[src/fmpt_pkg.sv]
// fmpt_pkg: constants for the flash map / protect / trigger block
// assumes a 24-bit byte address space and a 16-bit data bus
package fmpt_pkg;

  // ---------------------------------------------------------------
  // register map (apb byte offsets)
  // ---------------------------------------------------------------
  localparam logic [11:0] FMPT_OFF_SYSCFG  = 12'h000;
  localparam logic [11:0] FMPT_OFF_CMD     = 12'h004;
  localparam logic [11:0] FMPT_OFF_STATUS  = 12'h008;
  localparam logic [11:0] FMPT_OFF_RESULT  = 12'h00c;
  localparam logic [11:0] FMPT_OFF_DONE    = 12'h010;

  // ---------------------------------------------------------------
  // system config fields
  // ---------------------------------------------------------------
  localparam int FMPT_BIT_FLASH_EN  = 0;
  localparam int FMPT_BIT_REMAP     = 1;
  localparam int FMPT_BIT_SEGDIS    = 2;
  localparam int FMPT_BIT_END_OF_INIT_INSTR     = 3;
  localparam logic FMPT_REMAP_RST   = 1'b0;
  localparam logic FMPT_SEGDIS_RST  = 1'b1;

  // ---------------------------------------------------------------
  // commands and codes
  // ---------------------------------------------------------------
  localparam logic [11:0] FMPT_CMD_DWORD = 12'hdd4;
  localparam logic [11:0] FMPT_CMD_BLOCK = 12'haa5;
  localparam logic [15:0] FMPT_DUMMY     = 16'hb88b;
  localparam logic [7:0]  FMPT_ERR_OK    = 8'h00;
  localparam logic [7:0]  FMPT_ERR_PROT  = 8'h01;

  // ---------------------------------------------------------------
  // address map
  // ---------------------------------------------------------------
  localparam logic [23:0] FMPT_LOW_SEG0  = 24'h000000;
  localparam logic [23:0] FMPT_LOW_SEG1  = 24'h010000;
  localparam logic [23:0] FMPT_LOW_SIZE  = 24'h008000;
  localparam logic [23:0] FMPT_FIX_LO    = 24'h018000;
  localparam logic [23:0] FMPT_FIX_HI    = 24'h04ffff;

  typedef enum logic [1:0] {FMPT_IDLE, FMPT_ARMED, FMPT_RUN} fmpt_trig_t;

endpackage

[src/fmpt_top.sv]
// fmpt_top: flash mapping, protection and command trigger
// assumes the core presents one access per cycle with its fetch address
//
// Design decisions made here: the register addresses and the APB interface to the registers.
`timescale 1ns/1ps

module fmpt_top (
  input  wire logic        pclk,
  input  wire logic        presetn,
  input  wire logic        psel,
  input  wire logic        penable,
  input  wire logic        pwrite,
  input  wire logic [11:0] paddr,
  input  wire logic [31:0] pwdata,
  output logic      [31:0] prdata,
  output logic             pready,
  output logic             pslverr,
  input  wire logic        external_access_pin,
  input  wire logic        otp_protect_bit,
  input  wire logic        mem_req,
  input  wire logic        mem_write,
  input  wire logic        mem_direct,
  input  wire logic [23:0] mem_addr,
  input  wire logic [15:0] mem_wdata,
  input  wire logic [23:0] fetch_addr,
  input  wire logic        segment_override_prefix,
  input  wire logic [15:0] flash_rdata,
  output logic      [15:0] mem_rdata,
  output logic             mem_hit_flash,
  output logic             irq_block,
  output logic             cmd_start,
  output logic      [15:0] cmd_code,
  output logic             protect_active
);
  import fmpt_pkg::*;

  // ---------------------------------------------------------------
  // synchronisers for pins
  // ---------------------------------------------------------------
  logic [1:0] ea_sync_reg;
  logic [1:0] otp_sync_reg;
  logic       strap_done_reg;

  // no reset here: the chain fills while reset is held, so the
  // strap capture right after release sees the real pin levels
  always_ff @(posedge pclk) begin
    ea_sync_reg  <= {ea_sync_reg[0], external_access_pin};
    otp_sync_reg <= {otp_sync_reg[0], otp_protect_bit};
  end

  // ---------------------------------------------------------------
  // configuration state
  // ---------------------------------------------------------------
  logic        flash_enable_bit;
  logic        low_block_remap_bit;
  logic        segmentation_disable_bit;
  logic        end_of_init_instr_done_reg;
  logic [15:0] cmd_reg;
  logic [7:0]  result_reg;
  logic        busy_reg;
  logic        apb_wr;
  logic        apb_rd;
  logic        done_wr;
  logic        strap_cnt_reg;

  assign apb_wr  = psel && penable && pwrite && pready;
  assign apb_rd  = psel && !penable && !pwrite;
  assign done_wr = apb_wr && (paddr == FMPT_OFF_DONE) && busy_reg;

  // strap caught two edges after release, once the synchroniser is full
  always_ff @(posedge pclk or negedge presetn) begin
    if (!presetn) begin
      strap_cnt_reg  <= 1'b0;
      strap_done_reg <= 1'b0;
    end else begin
      strap_cnt_reg  <= 1'b1;
      strap_done_reg <= strap_cnt_reg;
    end
  end

  logic strap_grab;
  logic cfg_wr;

  assign strap_grab = strap_cnt_reg && !strap_done_reg;
  // writes after end of init are ignored; config is frozen
  assign cfg_wr     = apb_wr && paddr == FMPT_OFF_SYSCFG && !end_of_init_instr_done_reg && !strap_grab;

  always_ff @(posedge pclk or negedge presetn) begin
    if (!presetn) begin
      flash_enable_bit <= 1'b0;
    end else if (strap_grab) begin
      flash_enable_bit <= ~ea_sync_reg[1];
    end else if (cfg_wr) begin
      flash_enable_bit <= pwdata[FMPT_BIT_FLASH_EN];
    end
  end

  always_ff @(posedge pclk or negedge presetn) begin
    if (!presetn) begin
      low_block_remap_bit <= FMPT_REMAP_RST;
    end else if (cfg_wr) begin
      low_block_remap_bit <= pwdata[FMPT_BIT_REMAP];
    end
  end

  always_ff @(posedge pclk or negedge presetn) begin
    if (!presetn) begin
      segmentation_disable_bit <= FMPT_SEGDIS_RST;
    end else if (cfg_wr) begin
      segmentation_disable_bit <= pwdata[FMPT_BIT_SEGDIS];
    end
  end

  always_ff @(posedge pclk or negedge presetn) begin
    if (!presetn) begin
      end_of_init_instr_done_reg <= 1'b0;
    end else if (cfg_wr) begin
      end_of_init_instr_done_reg <= pwdata[FMPT_BIT_END_OF_INIT_INSTR];
    end
  end

  always_ff @(posedge pclk or negedge presetn) begin
    if (!presetn) begin
      cmd_reg <= 16'h0000;
    end else if (apb_wr && paddr == FMPT_OFF_CMD) begin
      cmd_reg <= pwdata[15:0];
    end
  end

  // ---------------------------------------------------------------
  // address decode
  // ---------------------------------------------------------------
  logic [23:0] low_base;
  logic        acc_flash;
  logic        fetch_flash;

  function automatic logic in_flash(input logic [23:0] a, input logic [23:0] base, input logic en);
    logic lo;
    logic fx;
    lo = (a >= base) && (a < base + FMPT_LOW_SIZE);
    fx = (a >= FMPT_FIX_LO) && (a <= FMPT_FIX_HI);
    return en && (lo || fx);
  endfunction

  assign low_base    = low_block_remap_bit ? FMPT_LOW_SEG1 : FMPT_LOW_SEG0;
  assign acc_flash   = in_flash(mem_addr, low_base, flash_enable_bit);
  assign fetch_flash = in_flash(fetch_addr, low_base, flash_enable_bit);

  // ---------------------------------------------------------------
  // protection
  // ---------------------------------------------------------------
  logic prot_reg;
  logic unprot_wr;

  assign unprot_wr = mem_req && mem_write && acc_flash && !mem_addr[0]
                     && mem_wdata == 16'h0000 && fetch_flash;

  // a completion in the same cycle as a lift lets the otp value win
  always_ff @(posedge pclk or negedge presetn) begin
    if (!presetn) begin
      prot_reg <= 1'b1;
    end else if (strap_cnt_reg && !strap_done_reg) begin
      prot_reg <= otp_sync_reg[1];
    end else if (done_wr) begin
      prot_reg <= prot_reg | otp_sync_reg[1];
    end else if (unprot_wr) begin
      prot_reg <= 1'b0;
    end
  end

  // ---------------------------------------------------------------
  // trigger detector
  // ---------------------------------------------------------------
  fmpt_trig_t  trig_state;
  logic [23:0] trig_addr_reg;
  logic        trig_wr;

  assign trig_wr = mem_req && mem_write && acc_flash && !mem_addr[0] && !unprot_wr;

  always_ff @(posedge pclk or negedge presetn) begin
    if (!presetn) begin
      trig_state    <= FMPT_IDLE;
      trig_addr_reg <= 24'h000000;
    end else begin
      case (trig_state)
        FMPT_IDLE: begin
          if (trig_wr && mem_direct) begin
            trig_state    <= FMPT_ARMED;
            trig_addr_reg <= mem_addr;
          end
        end
        FMPT_ARMED: begin
          if (mem_req) begin
            if (trig_wr && !mem_direct && mem_addr == trig_addr_reg) begin
              // a refused command never goes busy, else later triggers hang
              if (prot_reg) begin
                trig_state <= FMPT_IDLE;
              end else begin
                trig_state <= FMPT_RUN;
              end
            end else begin
              trig_state <= FMPT_IDLE;
            end
          end
        end
        FMPT_RUN: begin
          if (done_wr) begin
            trig_state <= FMPT_IDLE;
          end
        end
        default: trig_state <= FMPT_IDLE;
      endcase
    end
  end

  assign busy_reg = (trig_state == FMPT_RUN);

  logic fire;
  assign fire = (trig_state == FMPT_ARMED) && mem_req && trig_wr && !mem_direct
                && mem_addr == trig_addr_reg;

  always_ff @(posedge pclk or negedge presetn) begin
    if (!presetn) begin
      cmd_start <= 1'b0;
    end else begin
      // protected command: refused, reported, never launched
      cmd_start <= fire && !prot_reg;
    end
  end

  always_ff @(posedge pclk or negedge presetn) begin
    if (!presetn) begin
      cmd_code <= 16'h0000;
    end else if (fire) begin
      cmd_code <= cmd_reg;
    end
  end

  always_ff @(posedge pclk or negedge presetn) begin
    if (!presetn) begin
      result_reg <= FMPT_ERR_OK;
    end else if (fire) begin
      result_reg <= prot_reg ? FMPT_ERR_PROT : FMPT_ERR_OK;
    end
  end

  // ---------------------------------------------------------------
  // read path and status outputs
  // ---------------------------------------------------------------
  always_ff @(posedge pclk or negedge presetn) begin
    if (!presetn) begin
      mem_rdata <= 16'h0000;
    end else if (mem_req && !mem_write && acc_flash) begin
      // while protected, foreign code sees the dummy word, never the array
      mem_rdata <= (prot_reg && !fetch_flash) ? FMPT_DUMMY : flash_rdata;
    end
  end

  always_ff @(posedge pclk or negedge presetn) begin
    if (!presetn) begin
      mem_hit_flash <= 1'b0;
    end else begin
      mem_hit_flash <= mem_req && acc_flash;
    end
  end

  always_ff @(posedge pclk or negedge presetn) begin
    if (!presetn) begin
      irq_block <= 1'b0;
    end else begin
      irq_block <= segment_override_prefix;
    end
  end

  always_ff @(posedge pclk or negedge presetn) begin
    if (!presetn) begin
      protect_active <= 1'b1;
    end else begin
      protect_active <= prot_reg;
    end
  end

  // ---------------------------------------------------------------
  // apb slave: one wait-free access, pready high in the access phase only
  // ---------------------------------------------------------------
  logic [31:0] rd_word;
  logic        rd_bad;
  logic        wr_ok;

  // decode ahead of the flop so prdata stays a plain register output
  always_comb begin
    rd_word = 32'h00000000;
    rd_bad  = 1'b0;
    case (paddr)
      FMPT_OFF_SYSCFG: rd_word = {28'h0000000, end_of_init_instr_done_reg, segmentation_disable_bit,
                                  low_block_remap_bit, flash_enable_bit};
      FMPT_OFF_CMD:    rd_word = {16'h0000, cmd_reg};
      FMPT_OFF_STATUS: rd_word = {28'h0000000, strap_done_reg, busy_reg,
                                  (trig_state == FMPT_ARMED), prot_reg};
      FMPT_OFF_RESULT: rd_word = {24'h000000, result_reg};
      FMPT_OFF_DONE:   rd_word = 32'h00000000;
      default:         rd_bad  = 1'b1;
    endcase
  end

  assign wr_ok = (paddr == FMPT_OFF_SYSCFG) || (paddr == FMPT_OFF_CMD) || (paddr == FMPT_OFF_DONE);

  always_ff @(posedge pclk or negedge presetn) begin
    if (!presetn) begin
      pready <= 1'b0;
    end else begin
      pready <= psel && !penable;
    end
  end

  always_ff @(posedge pclk or negedge presetn) begin
    if (!presetn) begin
      prdata <= 32'h00000000;
    end else if (apb_rd) begin
      prdata <= rd_word;
    end
  end

  // error flag rides with pready and drops in the cycle after
  always_ff @(posedge pclk or negedge presetn) begin
    if (!presetn) begin
      pslverr <= 1'b0;
    end else if (psel && !penable) begin
      pslverr <= pwrite ? !wr_ok : rd_bad;
    end else begin
      pslverr <= 1'b0;
    end
  end

endmodule

[config.mk]
export PLATFORM = sky130hd
export DESIGN_NAME = fmpt_top
export DESIGN_NICKNAME = d
export VERILOG_FILES = /design/src/fmpt_pkg.sv /design/src/fmpt_top.sv
export SDC_FILE = /design/constraint.sdc
export NUM_CORES = 1
export LEC_CHECK = 0
export ABC_AREA = 0
export BUFFER_PORTS_ARGS = -buffer_cell sky130_fd_sc_hd__buf_2
export CAP_MARGIN = 20
export CORE_UTILIZATION = 45
export CTS_CLUSTER_DIAMETER = 200
export DETAILED_ROUTE_END_ITERATION = 12
export PLACE_DENSITY = 0.75
export SYNTH_ARGS = -nofsm -noshare
export SYNTH_HDL_FRONTEND = slang
export SYNTH_SLANG_ARGS = --single-unit
[constraint.sdc]
create_clock -name pclk -period 3.8 [get_ports pclk]
set_input_delay 0.19 -clock pclk [delete_from_list [all_inputs] [get_ports pclk]]
set_output_delay 0.19 -clock pclk [all_outputs]
set_load 0.02 [all_outputs]
* Yosys cells after proc, flatten, opt, wreduce, memory -nomap -nowiden
Cells that the tools add are included.
Word-level totals: register bits after elaboration 131, bits of input ports 135, output and inout port bits 70, logic and storage cells 121
Operators by class: $add $sub $neg 1, magnitude comparators 8, eq/ne operators 10, multiplexer cells 18, bitwise logic cells 2, reduce and logical (&&, ||, !) cells 60
Operators by type and width (count):
- case mux 16 bit (4 select lines) | 1
- >= comparator 24 x 17 -> 1 bit | 2
- >= comparator 24 x 17 -> 1 bit, second input constant | 2
- less-or-equal comparator 24 x 19 -> 1 bit, second input constant | 2
- logical AND 1 bit | 36
- equality test 12 x 4 -> 1 bit, second input constant | 2
- equality test 24 bit | 1
- < comparator 24 x 18 -> 1 bit | 1
- < comparator 24 bit | 1
- adder 17 x 16 -> 18 bit, second input constant | 1
- two-way mux 17 bit | 1
- zero test 16 bit | 1
- two-way mux 16 bit | 1
- equality test 12 x 3 -> 1 bit, second input constant | 1
- equality test 12 x 5 -> 1 bit, second input constant | 1
- zero test 1 bit | 12
- zero test 12 bit | 1
- two-way mux 2 bit | 5
- two-way mux 1 bit | 9
- case mux 2 bit (3 select lines) | 1
- OR reduction 5 bit | 1
- logical OR 1 bit | 4
- != test 2 bit, second input constant | 2
- AND reduction 3 bit | 1
- 9 further kinds | 9

* Depth between registers and ports, before layout
depth in word-level cells 17, gate-level depth with buffers 10, mapped depth without buffers 8

* Worst setup path after synthesis
Ideal clock, no wire load.
path type register to register, start point register low_block_remap_bit, end point register cmd_code[10], setup time 0.125 ns, arrival 2.391 ns, required time 3.675 ns, path slack 1.285 ns, stages on the path, launching flop included 9, path buffers 1, clock period less this slack 2.515 ns, cells stage by stage dfrtp_1 -> ha_1 -> and3b_1 -> o32ai_1 -> a21oi_1 -> nor4b_2 -> nand3_1 -> buf_2 -> mux2_2
On the way: longest elaborated chain between the ends 15, elaborated cells between the ends (all ways) 21, those cells by class add/sub (1); order compare (4); mux (1); reduce/logical (15)
RTL lines:
- start: declaration | RTL line fmpt_top.sv:55 | logic low_block_remap_bit;
- start signal: assignment | RTL line fmpt_top.sv:102 | low_block_remap_bit <= pwdata[FMPT_BIT_REMAP];
- two-way mux 17 bit * | RTL line fmpt_top.sv:145 | assign low_base = low_block_remap_bit ? FMPT_LOW_SEG1 : FMPT_LOW_SEG0;
- adder 17 x 16 -> 18 bit | RTL line fmpt_top.sv:140 | lo = (a >= base) && (a < base + FMPT_LOW_SIZE);
- < comparator 24 bit | RTL line fmpt_top.sv:140
- logical AND 1 bit | RTL line fmpt_top.sv:140
- logical OR 1 bit | RTL line fmpt_top.sv:142 | return en && (lo || fx);
- logical AND 1 bit | RTL line fmpt_top.sv:142
- logical AND 1 bit (2 in a row) | RTL line fmpt_top.sv:155, fmpt_top.sv:178
- logical AND 1 bit (2 in a row) | RTL line fmpt_top.sv:156 | && mem_wdata == 16'h0000 && fetch_flash;
- zero test 1 bit | RTL line fmpt_top.sv:178 | assign trig_wr = mem_req && mem_write && acc_flash && !mem_addr[0] && !unprot_wr;
- logical AND 1 bit * | RTL line fmpt_top.sv:178
- logical AND 1 bit * (2 in a row) | RTL line fmpt_top.sv:219 | assign fire = (trig_state == FMPT_ARMED) && mem_req && trig_wr && !mem_direct
- logical AND 1 bit * | RTL line fmpt_top.sv:220 | && mem_addr == trig_addr_reg;
- end signal: assignment | RTL line fmpt_top.sv:235 | cmd_code <= cmd_reg;
- end: declaration | RTL line fmpt_top.sv:32 | output logic [15:0] cmd_code,
Every way passes the cells marked *; elsewhere a longest branch is shown, timed or not. A chain may end at the register's enable or synchronous reset.

* Worst setup path after layout
start point register low_block_remap_bit, end point register trig_addr_reg[12]
On the way: longest elaborated chain between the ends 14, elaborated cells between the ends (all ways) 20, those cells by class add/sub (1); order compare (4); mux (1); reduce/logical (14)
RTL lines:
- two-way mux 17 bit * | RTL line fmpt_top.sv:145
- adder 17 x 16 -> 18 bit | RTL line fmpt_top.sv:140
- < comparator 24 bit | RTL line fmpt_top.sv:140
- logical AND 1 bit | RTL line fmpt_top.sv:140
- logical OR 1 bit | RTL line fmpt_top.sv:142
- logical AND 1 bit | RTL line fmpt_top.sv:142
- logical AND 1 bit (2 in a row) | RTL line fmpt_top.sv:155, fmpt_top.sv:178
- logical AND 1 bit (2 in a row) | RTL line fmpt_top.sv:156
- zero test 1 bit | RTL line fmpt_top.sv:178
- logical AND 1 bit * | RTL line fmpt_top.sv:178
- logical AND 1 bit * | RTL line fmpt_top.sv:187 | if (trig_wr && mem_direct) begin
- AND reduction 2 bit (no line) *
- end signal: assignment | RTL line fmpt_top.sv:189 | trig_addr_reg <= mem_addr;
- end: declaration | RTL line fmpt_top.sv:175 | logic [23:0] trig_addr_reg;
Marked as above.

==> flow_summary.ini <==
[clock_network]
clock_sinks = 108
clk_pin_slew_ns = 0.11
cts_root_buf = clkbuf_8
h-tree-depth = 3
cts_resized = 0
numCtsBuffers = 9
worstSkewPairLatency_ns = 0.37
cts_tree = done
clk_path_buf_depth = 2

[yosys]
synth_common_cells = 101 x dfrtp_1, 43 x mux2_2, 30 x nand2_1
synth_xor_area_frac = 0.0429
synth_edf_count = 0
yosysSeqAreaShare = 0.548
synth_ff_type = dfrtp_1
synth_top_family_by_area = multiplexers
synthArstFlopShare = 0.963
synth_cells = 406
synthMuxAreaShare = 0.144
synth_top_area_cell = dfrtp_1
synth.avg_cell_area_um2 = 12.1
yosysWarnings = 0
synth_seq_cells = 108
synth_adder_area_share = 0.0102
netlist_area_um2 = 4900
ys_types = 56
synth-compound-area-share = 0.0694
synthSimpleGateAreaFrac = 0.138
synth_top_area_frac = 0.515
yosysMostFrequentCell = dfrtp_1
synth_area_leaders = dfrtp_1 52%, mux2_2 9.9%, xor2_1 3.8%

[sta]
post-route-period-util = 0.714
setup-violations-final = 0
fmax_mhz = 369
slew-limit-headroom = 0.356
tns_ns = 0
hold_viol_final = 0
rsz0062_at_grt = false
period_minus_slack_ns = 2.71
skew_ns = 0.0136
tightest_slew_ns = 0.961
slew_violations = 0

[detailed_routing]
viasPerCell = 5.14
drt_first_iter_violations = 165
vias = 3729
drcViolationCount = 0
avgRoutedWirePerCell_um = 15.2
antenna_left = 0
drtPass1Iterations = 4
wl_um = 11000

[critical_path]
start_kind = register
critical_path_peak_fanout = 25
reg2regPathDepth = 8
crit_required_ns = 4.06
worst_ep_arrival_time_ns = 2.97
criticalPathCategory = register to register
end_kind = register

[outcome]
outcome = finished, final reports clean

[cells_and_area]
ff_latch_area_um2 = 2690
final_nets = 723
multi_input_area_um2 = 2050
diodes = 0
area_growth_pct = 25.5
drive_above_1_share = 0.440
largest_reg_flops = 24
fillCellCount = 848
utilization = 0.588

[global_route]
grt_pass1_vias = 3689
gr-total-overflow = 0
gr-usage-all-layers = 0.203
grt_pass1_wl_um = 17800
antenna_found_initial = 0
grt_max_degree = 84

[floorplan]
ios = 205
start_util = 0.469
die_h_um = 106
die_area_um2 = 11300
fp-row-count = 37
core_area_um2 = 10500
die_x_um = 106

[hold_path]
hold_path.class = primary input to register
hold_depth = 2

[power_and_ir_drop]
p_leak_uw = 0.00331
cellPowerDensity_nw_per_um2 = 371
peakVddDrop_mv = 0.243

[job]
cap_violations = 0

[placed_design]
gp_congestion = 0.824
hpwlAfterDp_um = 8230
numPortBuffers = 172
final cells by class:
| type | count | share of cell area |
|---|---|---|
| sequential | 108 | 0.436 |
| multi-input combinational | 277 | 0.334 |
| timing repair buffer | 182 | 0.158 |
| tap | 136 | 0.0276 |
| clock inverter | 7 | 0.0207 |
| clock buffer | 9 | 0.0201 |
| inverter | 6 | 0.00366 |
final timing paths:
kind | from | to | slack, ns
setup / recovery | low_block_remap_bit | trig_addr_reg[12] | 1.09
hold / removal | pwdata[15] | cmd_reg[15] | 0.04
setup reg to reg | low_block_remap_bit | trig_addr_reg[12] | 1.09
hold reg to reg | ea_sync_reg[0] | ea_sync_reg[1] | 0.34
max in group asynchronous | presetn | prot_reg | 2.50
min in group asynchronous | presetn | prdata[6] | 0.30
layer usage:
| metal | part of all wire | vias to the layer above | GRT usage |
|---|---|---|---|
| li1 | - | 1759 | - |
| met1 | 0.43 | 1802 | 0.257 |
| met2 | 0.49 | 151 | 0.338 |
| met3 | 0.062 | 17 | 0.0417 |
| met4 | 0.022 | 0 | 0.0813 |
| met5 | 0 | - | 0 |
power by group:
part	internal (uW)	leakage (uW)	switching (uW)
Combinational	95.6	0.00172	135
Sequential	1180	0.00146	17.6
Clock	450	0.000127	413
cells by family after synthesis:
logic type      Yosys count
flops                   108
other cells               2
buf+inv                  36
fa+ha+maj                 4
compound gates           51
mux                      59
simple gates            122
xor+xnor                 24
through the flow:
stage                     worst slack [ns]  cell area [um^2]  std cells  power (uW)  hold slack (ns)
after floorplan                       1.28              4960        421        1320           -0.106
after global placement                1.15              5830        703        1430            0.297
after detailed placement              1.12              5830        703        1440            0.298
after CTS                             1.10              6120        723        2310          0.00443
after global routing                 0.888              6150        725        2380           0.0201
final                                 1.09              6150        725        2290           0.0400
worst max-delay path, cell delays in order, from the launching register on:
cell	delay, ns
dfrtp_1	0.45
ha_1	0.32
and3b_1	0.19
o32ai_1	0.29
a21oi_1	0.16
nor4b_2	0.46
nand4_1	0.15
buf_4	0.26
mux2_2	0.30
layout by cell type (no fill, tap or decap), types with 5 or more instances in the layout:
cell,count
nand2_1,30
dfrtp_1,101
mux2_4,10
buf_2,171
a21oi_1,13
dlygate4sd3_1,5
nor4_1,18
xor2_1,21
nand3_1,5
and2_1,7
clkbuf_8,9
buf_4,5
inv_1,6
nor2_1,26
conb_1,17
mux2_2,43
a22o_1,12
mux2i_1,5
o21ai_0,12
nor3_1,5
what timing repair did:
item,in CTS,in global routing
buffers inserted,0,0
endpoints found under the setup margin,0,0
hold endpoints to repair,5,32
hold buffers,4,1
(Power assumes the default switching activity.)
